$ cat src/hw/bec_defines.vh
// Purpose: constants for the break event combiner
// Assumes: 16-bit monitored data bus, 24-bit address bus
// Notes:   definitions only
`ifndef BEC_DEFINES_VH
`define BEC_DEFINES_VH
// ----------------------------------------------------------------
// widths and counts
// ----------------------------------------------------------------
`define BEC_ADDR_W      24
`define BEC_DATA_W      16
`define BEC_NUM_EV      2
`define BEC_CNT_W       8
`define BEC_CNT_ONE     8'h01
// ----------------------------------------------------------------
// data / address match conditions (3-bit code, eight of them)
// ----------------------------------------------------------------
`define BEC_CMP_EQ      3'h0
`define BEC_CMP_NE      3'h1
`define BEC_CMP_GT      3'h2
`define BEC_CMP_GE      3'h3
`define BEC_CMP_LT      3'h4
`define BEC_CMP_LE      3'h5
`define BEC_CMP_IN      3'h6
`define BEC_CMP_OUT     3'h7
// ----------------------------------------------------------------
// access direction qualifier
// ----------------------------------------------------------------
`define BEC_ACC_READ    2'h0
`define BEC_ACC_WRITE   2'h1
`define BEC_ACC_RW      2'h2
// ----------------------------------------------------------------
// combination modes
// ----------------------------------------------------------------
`define BEC_MODE_AND    2'h0
`define BEC_MODE_ANDST  2'h1
`define BEC_MODE_OR     2'h2
`define BEC_MODE_STATE  2'h3
// ----------------------------------------------------------------
// byte lane masks
// ----------------------------------------------------------------
`define BEC_MASK_LOW    16'h00FF
`define BEC_MASK_HIGH   16'hFF00
`define BEC_MASK_WORD   16'hFFFF
`endif

$ cat src/hw/bec_top.v
// Purpose: break event detection and combination over two data events
// Assumes: one bus cycle per clock when cyc_valid is high
// Notes:   break_hit is sticky until the next arm
// How it works
// eight data conditions including equal and range
// access qualifier read, write or either
// sixteen-bit mask selects compared data bits
// odd word write uses two ANDed events
// even byte write compares low lane
// odd byte write compares high lane
// AND breaks once all events occurred
// same-time AND needs simultaneous matches
// OR breaks on any occurred event
// state machine breaks entering break state
// pass count one to 255 per event
// same-time mode forces pass count one
// byte high enable low means high lane
// counters reload on arm, count down matches
// event needs address, data and direction together
`include "bec_defines.vh"
`default_nettype none
module bec_top (
    input  wire                   clk,
    input  wire                   rst_n,
    input  wire [`BEC_ADDR_W-1:0] bus_addr,
    input  wire [`BEC_DATA_W-1:0] bus_data,
    input  wire                   bus_write,
    input  wire                   byte_high_lane_enable_n,
    input  wire                   cyc_valid,
    input  wire                   arm,
    input  wire [1:0]             comb_mode,
    input  wire [1:0]             event_select,
    input  wire [2:0]             ev0_addr_cond,
    input  wire [`BEC_ADDR_W-1:0] ev0_addr_1,
    input  wire [`BEC_ADDR_W-1:0] ev0_addr_2,
    input  wire [2:0]             ev0_data_cond,
    input  wire [`BEC_DATA_W-1:0] ev0_data_1,
    input  wire [`BEC_DATA_W-1:0] ev0_data_2,
    input  wire [`BEC_DATA_W-1:0] ev0_mask,
    input  wire [1:0]             ev0_acc,
    input  wire [`BEC_CNT_W-1:0]  ev0_pass,
    input  wire [2:0]             ev1_addr_cond,
    input  wire [`BEC_ADDR_W-1:0] ev1_addr_1,
    input  wire [`BEC_ADDR_W-1:0] ev1_addr_2,
    input  wire [2:0]             ev1_data_cond,
    input  wire [`BEC_DATA_W-1:0] ev1_data_1,
    input  wire [`BEC_DATA_W-1:0] ev1_data_2,
    input  wire [`BEC_DATA_W-1:0] ev1_mask,
    input  wire [1:0]             ev1_acc,
    input  wire [`BEC_CNT_W-1:0]  ev1_pass,
    output reg                    break_hit,
    output reg  [1:0]             event_done,
    output reg  [1:0]             state_now
);
    // ----------------------------------------------------------------
    // state machine states for transition mode
    // ----------------------------------------------------------------
    localparam [1:0] ST_IDLE  = 2'h0;   // waiting for event_slot_first
    localparam [1:0] ST_SEEN  = 2'h1;   // first seen, wait for second
    localparam [1:0] ST_BREAK = 2'h2;   // designated break state

    // ----------------------------------------------------------------
    // timing and limits
    // ----------------------------------------------------------------
    // a bus cycle is taken on the edge where cyc_valid is high; its
    // result shows on event_done and break_hit after that same edge
    // all compare values are level inputs and act at once, so the
    // debugger side changes them only together with an arm pulse
    // only two event slots exist; a wider combiner needs more slots
    // and a longer state graph, which this block does not offer
    // break_hit holds until the next arm so a slow host cannot miss it
    // disarm lags the break by one cycle; a match in that cycle may
    // still count down a pass counter but can no longer raise a break

    // ----------------------------------------------------------------
    // comparators
    // ----------------------------------------------------------------
    wire [1:0] hit;                     // raw per-cycle matches
    // both slots watch the same bus; only their settings differ

    bec_event_cmp u_event_slot_first (
        .bus_addr                (bus_addr),
        .bus_data                (bus_data),
        .bus_write               (bus_write),
        .byte_high_lane_enable_n (byte_high_lane_enable_n),
        .cyc_valid               (cyc_valid),
        .addr_cond               (ev0_addr_cond),
        .addr_1                  (ev0_addr_1),
        .addr_2                  (ev0_addr_2),
        .data_cond               (ev0_data_cond),
        .data_1                  (ev0_data_1),
        .data_2                  (ev0_data_2),
        .data_mask               (ev0_mask),
        .acc_cond                (ev0_acc),
        .hit                     (hit[0])
    );

    bec_event_cmp u_event_slot_second (
        .bus_addr                (bus_addr),
        .bus_data                (bus_data),
        .bus_write               (bus_write),
        .byte_high_lane_enable_n (byte_high_lane_enable_n),
        .cyc_valid               (cyc_valid),
        .addr_cond               (ev1_addr_cond),
        .addr_1                  (ev1_addr_1),
        .addr_2                  (ev1_addr_2),
        .data_cond               (ev1_data_cond),
        .data_1                  (ev1_data_1),
        .data_2                  (ev1_data_2),
        .data_mask               (ev1_mask),
        .acc_cond                (ev1_acc),
        .hit                     (hit[1])
    );

    // ----------------------------------------------------------------
    // pass count loading
    // ----------------------------------------------------------------
    // a programmed zero is treated as one so the range stays 1..255
    function [`BEC_CNT_W-1:0] load_fn;
        input [1:0]            mode;
        input [`BEC_CNT_W-1:0] pass;
        begin
            if (mode == `BEC_MODE_ANDST)
                load_fn = `BEC_CNT_ONE;
            else if (pass == {`BEC_CNT_W{1'b0}})
                load_fn = `BEC_CNT_ONE;
            else
                load_fn = pass;
        end
    endfunction

    reg  [`BEC_CNT_W-1:0] cnt0_r;       // remaining matches, event 0
    reg  [`BEC_CNT_W-1:0] cnt1_r;       // remaining matches, event 1
    reg                   armed_r;      // conditions live

    // same-time mode holds every counter at one: a lone match must not
    // use up its event, or a later joint match could never break
    wire same_time = (comb_mode == `BEC_MODE_ANDST);

    // an occurrence is a match while the counter stands at one
    wire occ0 = armed_r && hit[0] && (cnt0_r == `BEC_CNT_ONE);
    wire occ1 = armed_r && hit[1] && (cnt1_r == `BEC_CNT_ONE);
    wire [1:0] occ = {occ1, occ0};
    wire [1:0] done_nxt = event_done | occ;

    // ----------------------------------------------------------------
    // pass counters and occurred flags
    // outside same-time mode a counter sits at zero once its event has
    // occurred, so further matches in the same run are ignored until the next arm
    // ----------------------------------------------------------------
    always @(posedge clk or negedge rst_n) begin
        if (!rst_n) begin
            cnt0_r     <= `BEC_CNT_ONE;
            cnt1_r     <= `BEC_CNT_ONE;
            armed_r    <= 1'b0;
            event_done <= 2'h0;
        end else if (arm) begin
            // reload from programmed values
            cnt0_r     <= load_fn(comb_mode, ev0_pass);
            cnt1_r     <= load_fn(comb_mode, ev1_pass);
            armed_r    <= 1'b1;
            event_done <= 2'h0;
        end else begin
            // counters stop at zero; further matches are ignored
            if (armed_r && hit[0] && !same_time && (cnt0_r != 8'h00))
                cnt0_r <= cnt0_r - `BEC_CNT_ONE;
            if (armed_r && hit[1] && !same_time && (cnt1_r != 8'h00))
                cnt1_r <= cnt1_r - `BEC_CNT_ONE;
            if (break_hit)
                armed_r <= 1'b0;   // disarm after break
            event_done <= done_nxt;
        end
    end

    // ----------------------------------------------------------------
    // combiner
    // ----------------------------------------------------------------
    reg       fire;                     // break condition this cycle
    reg [1:0] state_nxt;                // transition mode next state
    // only the selected mode feeds fire; same-time and OR look at this
    // cycle's occurrences, AND at the sticky flags, so its events may
    // come in any order and still break
    always @* begin
        fire      = 1'b0;
        state_nxt = state_now;
        case (comb_mode)
            `BEC_MODE_AND:
                // sticky flags, events may come at any time
                fire = (event_select != 2'h0) &&
                       ((done_nxt & event_select) == event_select);
            `BEC_MODE_ANDST:
                fire = (event_select != 2'h0) &&
                       ((occ & event_select) == event_select);
            `BEC_MODE_OR:
                fire = |(occ & event_select);
            default: begin
                case (state_now)
                    ST_IDLE:  if (occ0) state_nxt = ST_SEEN;
                    ST_SEEN:  if (occ1) state_nxt = ST_BREAK;
                    default:  state_nxt = state_now;
                endcase
                fire = armed_r && (state_now != ST_BREAK) &&
                       (state_nxt == ST_BREAK);
            end
        endcase
        if (!armed_r)
            fire = 1'b0;
    end

    // ----------------------------------------------------------------
    // break flag and state register
    // ----------------------------------------------------------------
    always @(posedge clk or negedge rst_n) begin
        if (!rst_n) begin
            break_hit <= 1'b0;
            state_now <= ST_IDLE;
        end else if (arm) begin
            // arm wins over a fire in the same cycle: a new run starts clean
            break_hit <= 1'b0;
            state_now <= ST_IDLE;
        end else begin
            if (fire)
                break_hit <= 1'b1;
            state_now <= state_nxt;
        end
    end
endmodule // bec_top
`default_nettype wire

$ cat src/hw/bec_event_cmp.v
// Purpose: one data-access event comparator
// Assumes: bus cycle fields valid when cyc_valid is high
// Notes:   combinational match, no state
`include "bec_defines.vh"
`default_nettype none
module bec_event_cmp (
    input  wire [`BEC_ADDR_W-1:0] bus_addr,
    input  wire [`BEC_DATA_W-1:0] bus_data,
    input  wire                   bus_write,
    input  wire                   byte_high_lane_enable_n,
    input  wire                   cyc_valid,
    input  wire [2:0]             addr_cond,
    input  wire [`BEC_ADDR_W-1:0] addr_1,
    input  wire [`BEC_ADDR_W-1:0] addr_2,
    input  wire [2:0]             data_cond,
    input  wire [`BEC_DATA_W-1:0] data_1,
    input  wire [`BEC_DATA_W-1:0] data_2,
    input  wire [`BEC_DATA_W-1:0] data_mask,
    input  wire [1:0]             acc_cond,
    output wire                   hit
);
    // ----------------------------------------------------------------
    // generic compare, shared by address and data paths
    // ----------------------------------------------------------------
    function cmp_fn;
        input [2:0]  cond;
        input [23:0] v;
        input [23:0] a;
        input [23:0] b;
        begin
            case (cond)
                `BEC_CMP_EQ:  cmp_fn = (v == a);
                `BEC_CMP_NE:  cmp_fn = (v != a);
                `BEC_CMP_GT:  cmp_fn = (v > a);
                `BEC_CMP_GE:  cmp_fn = (v >= a);
                `BEC_CMP_LT:  cmp_fn = (v < a);
                `BEC_CMP_LE:  cmp_fn = (v <= a);
                `BEC_CMP_IN:  cmp_fn = (v >= a) && (v <= b);
                default:      cmp_fn = (v < a) || (v > b);
            endcase
        end
    endfunction

    // lanes not carrying data are dropped from the mask
    reg  [`BEC_DATA_W-1:0] lane_mask;   // valid lanes of this cycle
    always @* begin
        lane_mask = `BEC_MASK_WORD;
        if (byte_high_lane_enable_n)
            lane_mask = `BEC_MASK_LOW;
        else if (bus_addr[0])
            lane_mask = `BEC_MASK_HIGH;
    end

    wire [`BEC_DATA_W-1:0] eff_mask = data_mask & lane_mask;
    wire addr_ok = cmp_fn(addr_cond, bus_addr, addr_1, addr_2);
    wire data_ok = cmp_fn(data_cond, {8'h00, bus_data & eff_mask},
                          {8'h00, data_1 & eff_mask},
                          {8'h00, data_2 & eff_mask});
    wire acc_ok  = (acc_cond == `BEC_ACC_RW) ||
                   ((acc_cond == `BEC_ACC_WRITE) && bus_write) ||
                   ((acc_cond == `BEC_ACC_READ) && !bus_write);

    assign hit = cyc_valid && addr_ok && data_ok && acc_ok;
endmodule // bec_event_cmp
`default_nettype wire

$ cat config.mk
export PLATFORM = sky130hd
export DESIGN_NAME = bec_top
export DESIGN_NICKNAME = d
export VERILOG_FILES = /design/src/hw/bec_top.v /design/src/hw/bec_event_cmp.v
export VERILOG_INCLUDE_DIRS = /design/src /design/src/hw
export SDC_FILE = /design/constraint.sdc
export NUM_CORES = 1
export LEC_CHECK = 0
export ABC_AREA = 1
export BUFFER_PORTS_ARGS = -buffer_cell sky130_fd_sc_hd__buf_4
export CAP_MARGIN = 20
export CORE_MARGIN = 4
export CORE_UTILIZATION = 31
export DETAILED_ROUTE_END_ITERATION = 8
export GPL_ROUTABILITY_DRIVEN = 0
export HOLD_SLACK_MARGIN = 0.15
export SLEW_MARGIN = 20
export SYNTH_ARGS = -nofsm -noshare
export SYNTH_HDL_FRONTEND = slang
export SYNTH_HIERARCHICAL = 1
export SYNTH_SLANG_ARGS = --single-unit
$ cat constraint.sdc
create_clock -name clk -period 4.2 [get_ports clk]
set_clock_uncertainty 0.15 [all_clocks]
set_input_delay 0.21 -clock clk [delete_from_list [all_inputs] [get_ports clk]]
set_output_delay 0.21 -clock clk [all_outputs]
set_load 0.02 [all_outputs]
==> flow_summary.json, run 1 <==
{
  "status": "finished, final reports clean",
  "cts.sinks": 22,
  "wl_per_cell_um": 13.6,
  "clk_latency_ns": 0.25,
  "min_period_ns": 3.22,
  "ir_drop_mv": 0.177,
  "cpMostUsedCell": "nand2_1",
  "rsz0062_at_grt": "false",
  "drive_gt1_frac": 0.230,
  "min_path_type": "in -> reg",
  "worstPathBufferInverterCount": 3,
  "grt_overflow": 0,
  "layout_commonest_cell": "buf_4",
  "antenna_found_initial": 0,
  "finalMaxSlewViolations": 0,
  "synth_seq_cells": 22,
  "power_switching_mw": 0.567,
  "critPathLaunchType": "primary input",
  "drtIter0Drc": 251,
  "ys_warn_count": 6,
  "vias_per_cell": 4.75,
  "tightest_slew_ns": 0.505,
  "cts_root_buffer": "clkbuf_16",
  "synth_seq_area_share": 0.0822,
  "synthSimpleGateAreaFrac": 0.371,
  "dp_cells": 1629,
  "drtAntennaViolNets": 0,
  "cp_top_family": "simple AND/OR/NAND/NOR gates",
  "io_pins": 279,
  "yosys.area.top_type_share": 0.301,
  "gr-usage-all-layers": 0.175,
  "cp_slowest_cell": "nand2_1",
  "grt_max_degree": 26,
  "syn_nets": 1524,
  "required_ns": 4.24,
  "worst_path_largest_cell_delay_ns": 0.34,
  "finalSetupViolCount": 0,
  "dpl_worst_slack_ns": 0.711,
  "pwr-share-clk": 0.161,
  "place_area_mm2": 0.00910,
  "ff2ff_path_depth": 7,
  "slew_headroom": 0.662,
  "stdcell_count": 1642,
  "core_area_mm2": 0.0212,
  "synthMuxAreaShare": 0.00149,
  "crit_chain": "buf_4, inv_2, nand2_4, and3_1, ha_1, a21oi_1, nor2_1, a211oi_1, nand2_1, nand2_2, nand2_1, inv_1, nor2_1, nor2_1, nand2_1, nor2_1, nand2_1, nor2_1, nand2_1, nand2_1, o21ai_0, nand2_1",
  "syn_inst": 1088,
  "htreeDepth": 1,
  "rows": 53,
  "synthXorXnorAreaFrac": 0.00781,
  "grt_pass1_vias": 7579,
  "path_class": "in -> reg",
  "p_per_area_mw_per_mm2": 148,
  "crit_fanout": 25,
  "drc": 0,
  "syn_area_per_cell_um2": 6.18,
  "cts_setup_buffers": 0,
  "finalSetupTns_ns": 0,
  "min_path_cells": 4,
  "clk_pin_slew_ns": 0.06,
  "stdcell_area_mm2": 0.00928,
  "dpl.hpwl_mm": 20.1,
  "synth_largest_area_cell": "ha_1",
  "synthFlopType": "dfrtp_1",
  "dieArea_mm2": 0.0241,
  "cp-end-kind": "flip-flop",
  "numCtsBuffers": 3,
  "synth-adder-area-share": 0.301,
  "max_cap_violations": 0,
  "layout_common_cells": "buf_4 (278), nand2_1 (231), inv_1 (196)",
  "insertedDiodeCount": 0,
  "fin_ws_ns": 0.978,
  "worstPathArrival_ns": 3.26,
  "synth_area_leaders": "ha_1 (30%), nand2_1 (13%), inv_1 (11%), nand3_1 (7.7%), dfrtp_1 (7.4%)",
  "p_sw_frac": 0.412,
  "cp.depth": 22,
  "start_util": 0.318,
  "dr.pass1.iters": 5,
  "dieHeight_um": 155,
  "grt_pass1_wl_mm": 35.5,
  "max_freq_mhz": 310,
  "synth-edff-count": 0,
  "cts_tree": "done",
  "drt-total-wl_mm": 22.3,
  "finalHoldViolations": 0,
  "hold_slack_ns": 0.148,
  "area_growth_pct": 38.0,
  "fp.dieW_um": 155,
  "syn-cell-area_mm2": 0.00673,
  "fin_crit_sh": 0.767,
  "synth.distinct_cells": 41,
  "synth-async-reset-ratio": 1.00,
  "portBuffers": 278,
  "clockBufferDepth": 2,
  "power.leakage_nw": 5.49,
  "comb_power_share": 0.641,
  "synth_compound_area_frac": 0.115,
  "vias": 7806,
  "synth_top_family_by_area": "simple AND/OR/NAND/NOR gates",
  "p_int_mw": 0.809,
  "pwr-share-seq": 0.198,
  "nets": 1804
}
## flip-flops by register name, indices dropped and copies added, names as in the netlist
name	count
cnt0_r	8
break_hit	1
cnt1_r	8
armed_r	1
state_now	2
event_done	2
## layout make-up
type / count / area, um^2
multi-input combinational: 853 / 5360
sequential: 22 / 553
inverter: 201 / 754
timing repair buffer: 287 / 2180
tap: 275 / 344
fill: 2246 / 11900
clock buffer: 4 / 88.8
## synthesized netlist by cell type (5+ instances only)
| library cell | number |
|---|---|
| nand2_1 | 231 |
| inv_1 | 196 |
| ha_1 | 162 |
| nand3_1 | 104 |
| nor2_1 | 97 |
| a21oi_1 | 70 |
| and3_1 | 31 |
| o21ai_0 | 31 |
| nand4_1 | 26 |
| nor3_1 | 24 |
| dfrtp_1 | 20 |
| clkbuf_1 | 10 |
| nor2_2 | 8 |
| a31oi_1 | 7 |
| o21ai_1 | 7 |
| o21bai_1 | 6 |
| inv_2 | 5 |
## cell families (layout without fill, tap and decap cells)
| logic type | after synthesis | count (layout) |
|---|---|---|
| AOI/OAI and AO/OA | 141 | 141 |
| xor gates and xnor gates | 6 | 6 |
| adders and majority gates | 162 | 162 |
| buffers and inverters | 213 | 492 |
| DFF | 22 | 22 |
| muxes | 1 | 1 |
| and+or+nand+nor | 543 | 543 |
## final timing paths
path                        endpoint  slack, ns                     from
setup reg to reg           cnt1_r[4]       2.41                cnt1_r[0]
hold reg to reg            cnt0_r[0]       0.36                cnt0_r[0]
max in group asynchronous  cnt1_r[0]       3.39                    rst_n
hold / removal             cnt0_r[0]       0.15              ev0_pass[0]
setup / recovery           cnt1_r[4]       0.98  byte_high_lane_enable_n
min in group asynchronous  cnt1_r[6]       0.23                    rst_n
## what timing repair did
item / CTS / global route
hold buffers: 9 / 0
gates resized for setup: 0 / 0
hold endpoints to repair: 34 / 0
## worst min-delay path, stage by stage
cell and delay (ns):
buf_4 0.07, or2_0 0.09, o211ai_1 0.09, nand2_1 0.06
## metal layers
metal | track usage | vias up | routed length [um]
met2 | 0.320 | 207 | 10700
met3 | 0.0220 | 14 | 1380
met1 | 0.226 | 3404 | 10000
li1 | - | 4181 | -
met4 | 0.0179 | 0 | 227
met5 | 0 | - | 0
## power groups by stage
stage / clock, mW / sequential (mW) / combinational (mW)
after global placement: 0 / 0.276 / 0.866
after floorplan: 0 / 0.270 / 0.511
after CTS: 0.226 / 0.273 / 0.888
after detailed placement: 0 / 0.276 / 0.876
final: 0.221 / 0.273 / 0.882
after global routing: 0.233 / 0.277 / 1.02
## through the flow
stage,power (mW),util
6_report,1.38,0.439
5_1_grt,1.53,0.439
4_1_cts,1.39,0.439
3_5_place_dp,1.15,0.430
3_3_place_gp,1.14,0.430
2_1_floorplan,0.781,-
Note: power is estimated with default switching activity, not from simulation.
==> inputs of run 2 (changes only) <==
Clock period 4.2 ns to 2.9 ns, I/O delays scaled along.
==> run 2 against run 1 <==
  * First-iteration DRC count grew 21%
  * Die area is the same
  * Non-clock buffer count grew 35
  * Combinational power grew 54%
  * Utilization grew 2.4 points
  * Largest cell class unchanged
==> flow_summary.json, run 2 (same netlist as run 1, synthesis figures left out) <==
{
  "status": "finished, final reports clean",
  "critPathLaunchType": "primary input",
  "min_period_ns": 2.66,
  "cp_slowest_cell": "ha_4",
  "ir_drop_mv": 0.247,
  "dieHeight_um": 155,
  "worst_path_largest_cell_delay_ns": 0.26,
  "dieArea_mm2": 0.0241,
  "area_growth_pct": 45.4,
  "finalSetupTns_ns": 0,
  "fin_ws_ns": 0.245,
  "hold_slack_ns": 0.158,
  "layout_commonest_cell": "buf_4",
  "comb_power_share": 0.663,
  "tightest_slew_ns": 0.345,
  "drt-total-wl_mm": 23.2,
  "power.leakage_nw": 5.66,
  "slew_headroom": 0.770,
  "drtAntennaViolNets": 0,
  "required_ns": 2.92,
  "cp_top_family": "simple AND/OR/NAND/NOR gates",
  "cts_root_buffer": "clkbuf_16",
  "worstPathArrival_ns": 2.68,
  "cts.sinks": 22,
  "vias_per_cell": 4.76,
  "portBuffers": 278,
  "vias": 7988,
  "path_class": "in -> reg",
  "p_sw_frac": 0.414,
  "pwr-share-seq": 0.192,
  "pwr-share-clk": 0.145,
  "crit_fanout": 9,
  "max_cap_violations": 0,
  "layout_common_cells": "buf_4 (299), nand2_1 (228), inv_1 (195)",
  "gr-usage-all-layers": 0.176,
  "finalHoldViolations": 0,
  "clk_latency_ns": 0.26,
  "finalSetupViolCount": 0,
  "drtIter0Drc": 304,
  "postLayoutCoreUtil": 0.463,
  "p_per_area_mw_per_mm2": 210,
  "dpl_worst_slack_ns": -0.184,
  "grt_pass1_vias": 7539,
  "grt_max_degree": 23,
  "fillerInstances": 2223,
  "drive_gt1_frac": 0.260,
  "finalMaxSlewViolations": 0,
  "dpl.hpwl_mm": 20.7,
  "worstPathBufferInverterCount": 6,
  "crit_chain": "buf_6, inv_8, buf_4, and3_4, ha_4, nand4_1, nor3_2, buf_4, nand4_1, buf_4, nand4_1, nand2_1, nor2_2, nor2_4, nand2_2, nor2_1, nand2_1, nand2_2, clkbuf_16, a31oi_1",
  "fp.dieW_um": 155,
  "start_util": 0.318,
  "top_regs": "cnt0_r: 8 flops, cnt1_r: 8 flops",
  "drc": 0,
  "clk_pin_slew_ns": 0.06,
  "fin_crit_sh": 0.916,
  "cts_tree": "done",
  "clockBufferDepth": 2,
  "totalPowerFinal_mw": 2.06,
  "core_area_mm2": 0.0212,
  "io_pins": 279,
  "dr.pass1.iters": 5,
  "grt_pass1_wl_mm": 35.7,
  "wl_per_cell_um": 13.8,
  "htreeDepth": 1,
  "antenna_found_initial": 1,
  "min_path_type": "in -> async",
  "p_int_mw": 1.21,
  "numCtsBuffers": 3,
  "max_freq_mhz": 377,
  "nets": 1839,
  "rows": 53,
  "grt_overflow": 0,
  "cp-end-kind": "flip-flop",
  "power_switching_mw": 0.851
}
-- run 2: cell types whose count changed in the layout (fill, tap and decap cells not counted), sizes merged --
| cell | previous run | this run |
|---|---|---|
| clkbuf | 4 | 5 |
| buf | 278 | 303 |
| dlygate4sd3 | 9 | 18 |
| diode | 0 | 1 |
-- run 2: final timing paths --
path	start	endpoint	slack, ns	cells past startpoint
worst max-delay path	byte_high_lane_enable_n	cnt1_r[7]	0.24	20
worst min register to register	cnt0_r[0]	cnt0_r[0]	0.37	2
worst max register to register	cnt1_r[0]	cnt1_r[0]	1.18	7
min in group clk	ev0_pass[4]	cnt0_r[4]	0.16	5
max in group asynchronous	rst_n	cnt0_r[0]	2.16	2
worst min-delay path	rst_n	cnt1_r[2]	0.16	2
-- run 2: cell type report --
type,count,area [um^2],area share
tap,275,344,0.0352
multi-input combinational,853,5520,0.564
antenna,1,2.50,0.000256
clock buffer,4,78.8,0.00806
sequential,22,553,0.0565
inverter,201,767,0.0784
timing repair buffer,322,2520,0.257
-- run 2: timing repair --
item,4_1_cts,5_1_grt
setup buffers,0,1
setup endpoints to repair,0,21
gates resized for setup,0,40
hold endpoints to repair,40,0
hold buffers,18,0
-- run 2: stage by stage --
step / cell area (um^2) / instances
6_report: 9780 / 1678
5_1_grt: 9780 / 1678
4_1_cts: 9570 / 1675
3_5_place_dp: 9310 / 1653
3_3_place_gp: 9310 / 1653
2_1_floorplan: 6730 / 1088
-- run 2: power by group through the flow --
| stage | combinational, mW | sequential, mW | clock, mW |
|---|---|---|---|
| final | 1.36 | 0.396 | 0.299 |
| after global routing | 1.56 | 0.403 | 0.313 |
| after CTS | 1.33 | 0.395 | 0.305 |
| after detailed placement | 1.31 | 0.400 | 0 |
| after global placement | 1.29 | 0.399 | 0 |
| after floorplan | 0.740 | 0.391 | 0 |
-- run 2: routing by layer --
metal	routed length, um	track usage	share of wire
met5	0	0	0
met4	578	0.0413	0.025
met3	1290	0.0203	0.056
met2	11100	0.312	0.48
met1	10200	0.229	0.44
==> inputs of run 3 (changes only) <==
Settings changed: RECOVER_POWER set to 100.
Clock period 2.9 ns to 2.4 ns, I/O delays scaled along.
==> run 3 against run 2 <==
  * Critical endpoint is now cnt1_r[4]
  * Global-route usage increased by 1.5 points
  * The run now ends with negative setup slack left
  * Cell area increased by 13%
  * Sequential share of layout area decreased by 0.65 points
  * Worst hold slack got worse by 0.0072 ns
  * Largest power group unchanged
  * Sequential cell count unchanged
  * Register-to-register slack got worse by 0.47 ns
==> flow_summary.json, run 3 (same netlist as run 1, synthesis figures left out) <==
{
  "status": "finished, violations left",
  "violations": "negative setup slack",
  "finalHoldViolations": 0,
  "min_period_ns": 2.62,
  "seq_area_um2": 553,
  "layout_commonest_cell": "buf_4",
  "finalSetupTns_ns": -2.47,
  "gr-usage-all-layers": 0.191,
  "grt_pass1_vias": 8063,
  "drc": 0,
  "crit_fanout": 6,
  "p_per_area_mw_per_mm2": 253,
  "rows": 53,
  "p_sw_frac": 0.418,
  "core_area_mm2": 0.0212,
  "required_ns": 2.40,
  "max_cap_violations": 0,
  "io_pins": 279,
  "cts_tree": "done",
  "finalSetupViolCount": 21,
  "wl_per_cell_um": 14.6,
  "tightest_slew_ns": 1.30,
  "drtIter0Drc": 316,
  "vias": 8370,
  "vias_per_cell": 4.83,
  "area_growth_pct": 64.2,
  "p_int_mw": 1.63,
  "multi_input_area_mm2": 0.00635,
  "min_path_type": "in -> reg",
  "postLayoutCoreUtil": 0.522,
  "top_regs": "cnt0_r: 8 flops, cnt1_r: 8 flops",
  "clockBufferDepth": 2,
  "insertedDiodeCount": 0,
  "place_area_mm2": 0.00974,
  "grt_max_degree": 23,
  "comb_power_share": 0.685,
  "clk_pin_slew_ns": 0.06,
  "htreeDepth": 1,
  "pwr-share-clk": 0.143,
  "dieHeight_um": 155,
  "dieArea_mm2": 0.0241,
  "dpl.hpwl_mm": 20.8,
  "cts.sinks": 22,
  "antenna_found_initial": 0,
  "grt_overflow": 0,
  "layout_common_cells": "buf_4 (331), nand2_1 (205), inv_1 (194)",
  "cp-end-kind": "flip-flop",
  "cts_root_buffer": "clkbuf_16",
  "rsz0062_at_grt": "true",
  "drt-total-wl_mm": 25.2,
  "drtAntennaViolNets": 0,
  "dr.pass1.iters": 5,
  "stdcell_area_mm2": 0.0110,
  "start_util": 0.318,
  "path_class": "in -> reg",
  "portBuffers": 278,
  "drive_gt1_frac": 0.369,
  "dpl_worst_slack_ns": -0.600,
  "finalMaxSlewViolations": 0,
  "power_switching_mw": 1.17,
  "pwr-share-seq": 0.172,
  "power.leakage_nw": 6.00,
  "fp.dieW_um": 155,
  "fin_ws_ns": -0.218,
  "critPathLaunchType": "primary input",
  "fin_crit_sh": 1.09,
  "ir_drop_mv": 0.198,
  "numCtsBuffers": 3,
  "slew_headroom": 0.130,
  "nets": 1894,
  "clk_latency_ns": 0.26,
  "fillerInstances": 2066,
  "worstPathArrival_ns": 2.61,
  "grt_pass1_wl_mm": 38.4,
  "max_freq_mhz": 382
}
run 3: cell count changes in the layout (fill, tap and decap cells not counted), moves of 15 or more:
cell	before	now
and3_1	26	10
and3_4	5	21
buf_4	299	331
ha_1	158	130
ha_4	4	31
nand2_1	228	205
nand2_2	7	29
nand3_1	101	74
nand3_2	5	28
nor2_1	91	73
nor2_2	11	26
run 3: per-stage QoR:
step	std cells	power (mW)	hold WS, ns
finish	1732	2.79	0.151
global route	1732	3.07	0.233
CTS	1725	2.66	0.152
detailed placement	1687	2.15	-0.111
global placement	1687	2.13	-0.113
floorplan	1088	1.41	-0.326
run 3: cell type report:
class,instances,area share
Inverter,201,0.0709
Timing Repair Buffer,368,0.262
Clock buffer,4,0.00804
Multi-Input combinational cell,858,0.574
Tap cell,275,0.0311
Sequential cell,22,0.0501
Timing Repair inverter,4,0.00385
run 3: power groups by stage:
stage	registers (mW)	logic (mW)	clock network [mW]
after floorplan	0.473	0.932	0
after global placement	0.481	1.65	0
after detailed placement	0.482	1.67	0
after CTS	0.476	1.78	0.408
after global routing	0.488	2.16	0.423
final	0.480	1.91	0.399
run 3: final timing paths:
check                          endpoint                    start  slack (ns)  cells after the start
max                           cnt1_r[4]  byte_high_lane_enable_n       -0.22                     22
min reg2reg                   cnt0_r[0]                cnt0_r[0]        0.36                      2
max in group asynchronous  state_now[0]                    rst_n        0.80                      2
min                           cnt1_r[0]              ev1_pass[0]        0.15                      4
max reg2reg                   cnt1_r[4]                cnt1_r[0]        0.71                      7
min in group asynchronous     cnt1_r[4]                    rst_n        0.53                      2
run 3: layer usage:
metal | GRT usage | vias to the layer above | wire (um)
met3 | 0.0392 | 40 | 1810
met5 | 0 | - | 0
li1 | - | 4370 | -
met2 | 0.341 | 252 | 12300
met4 | 0.0363 | 0 | 514
met1 | 0.240 | 3708 | 10600
run 3: repair_timing:
| action | 4_1_cts | 5_1_grt |
|---|---|---|
| gates resized for setup | 55 | 117 |
| pin swaps | 25 | 57 |
| buffers inserted | 7 | 5 |
| cloned | 7 | 2 |
| hold endpoints to repair | 42 | 0 |
| hold buffers | 20 | 0 |
| setup endpoints to repair | 21 | 21 |
run 3: worst max-delay path: stages:
cell and delay, ns:
buf_16 0.17, inv_6 0.07, and3_4 0.17, ha_1 0.32
a21o_1 0.20, nor2_2 0.14, nand2_2 0.09, nor2_2 0.11
nand3_2 0.07, nand2_2 0.08, nand2_1 0.05, nand2_1 0.06
nand2_1 0.05, nand2_1 0.05, nor2_1 0.04, nor2_2 0.13
nand2_2 0.10, nor2_2 0.11, nand2_2 0.10, buf_4 0.15
o211ai_1 0.15, nand2_1 0.07
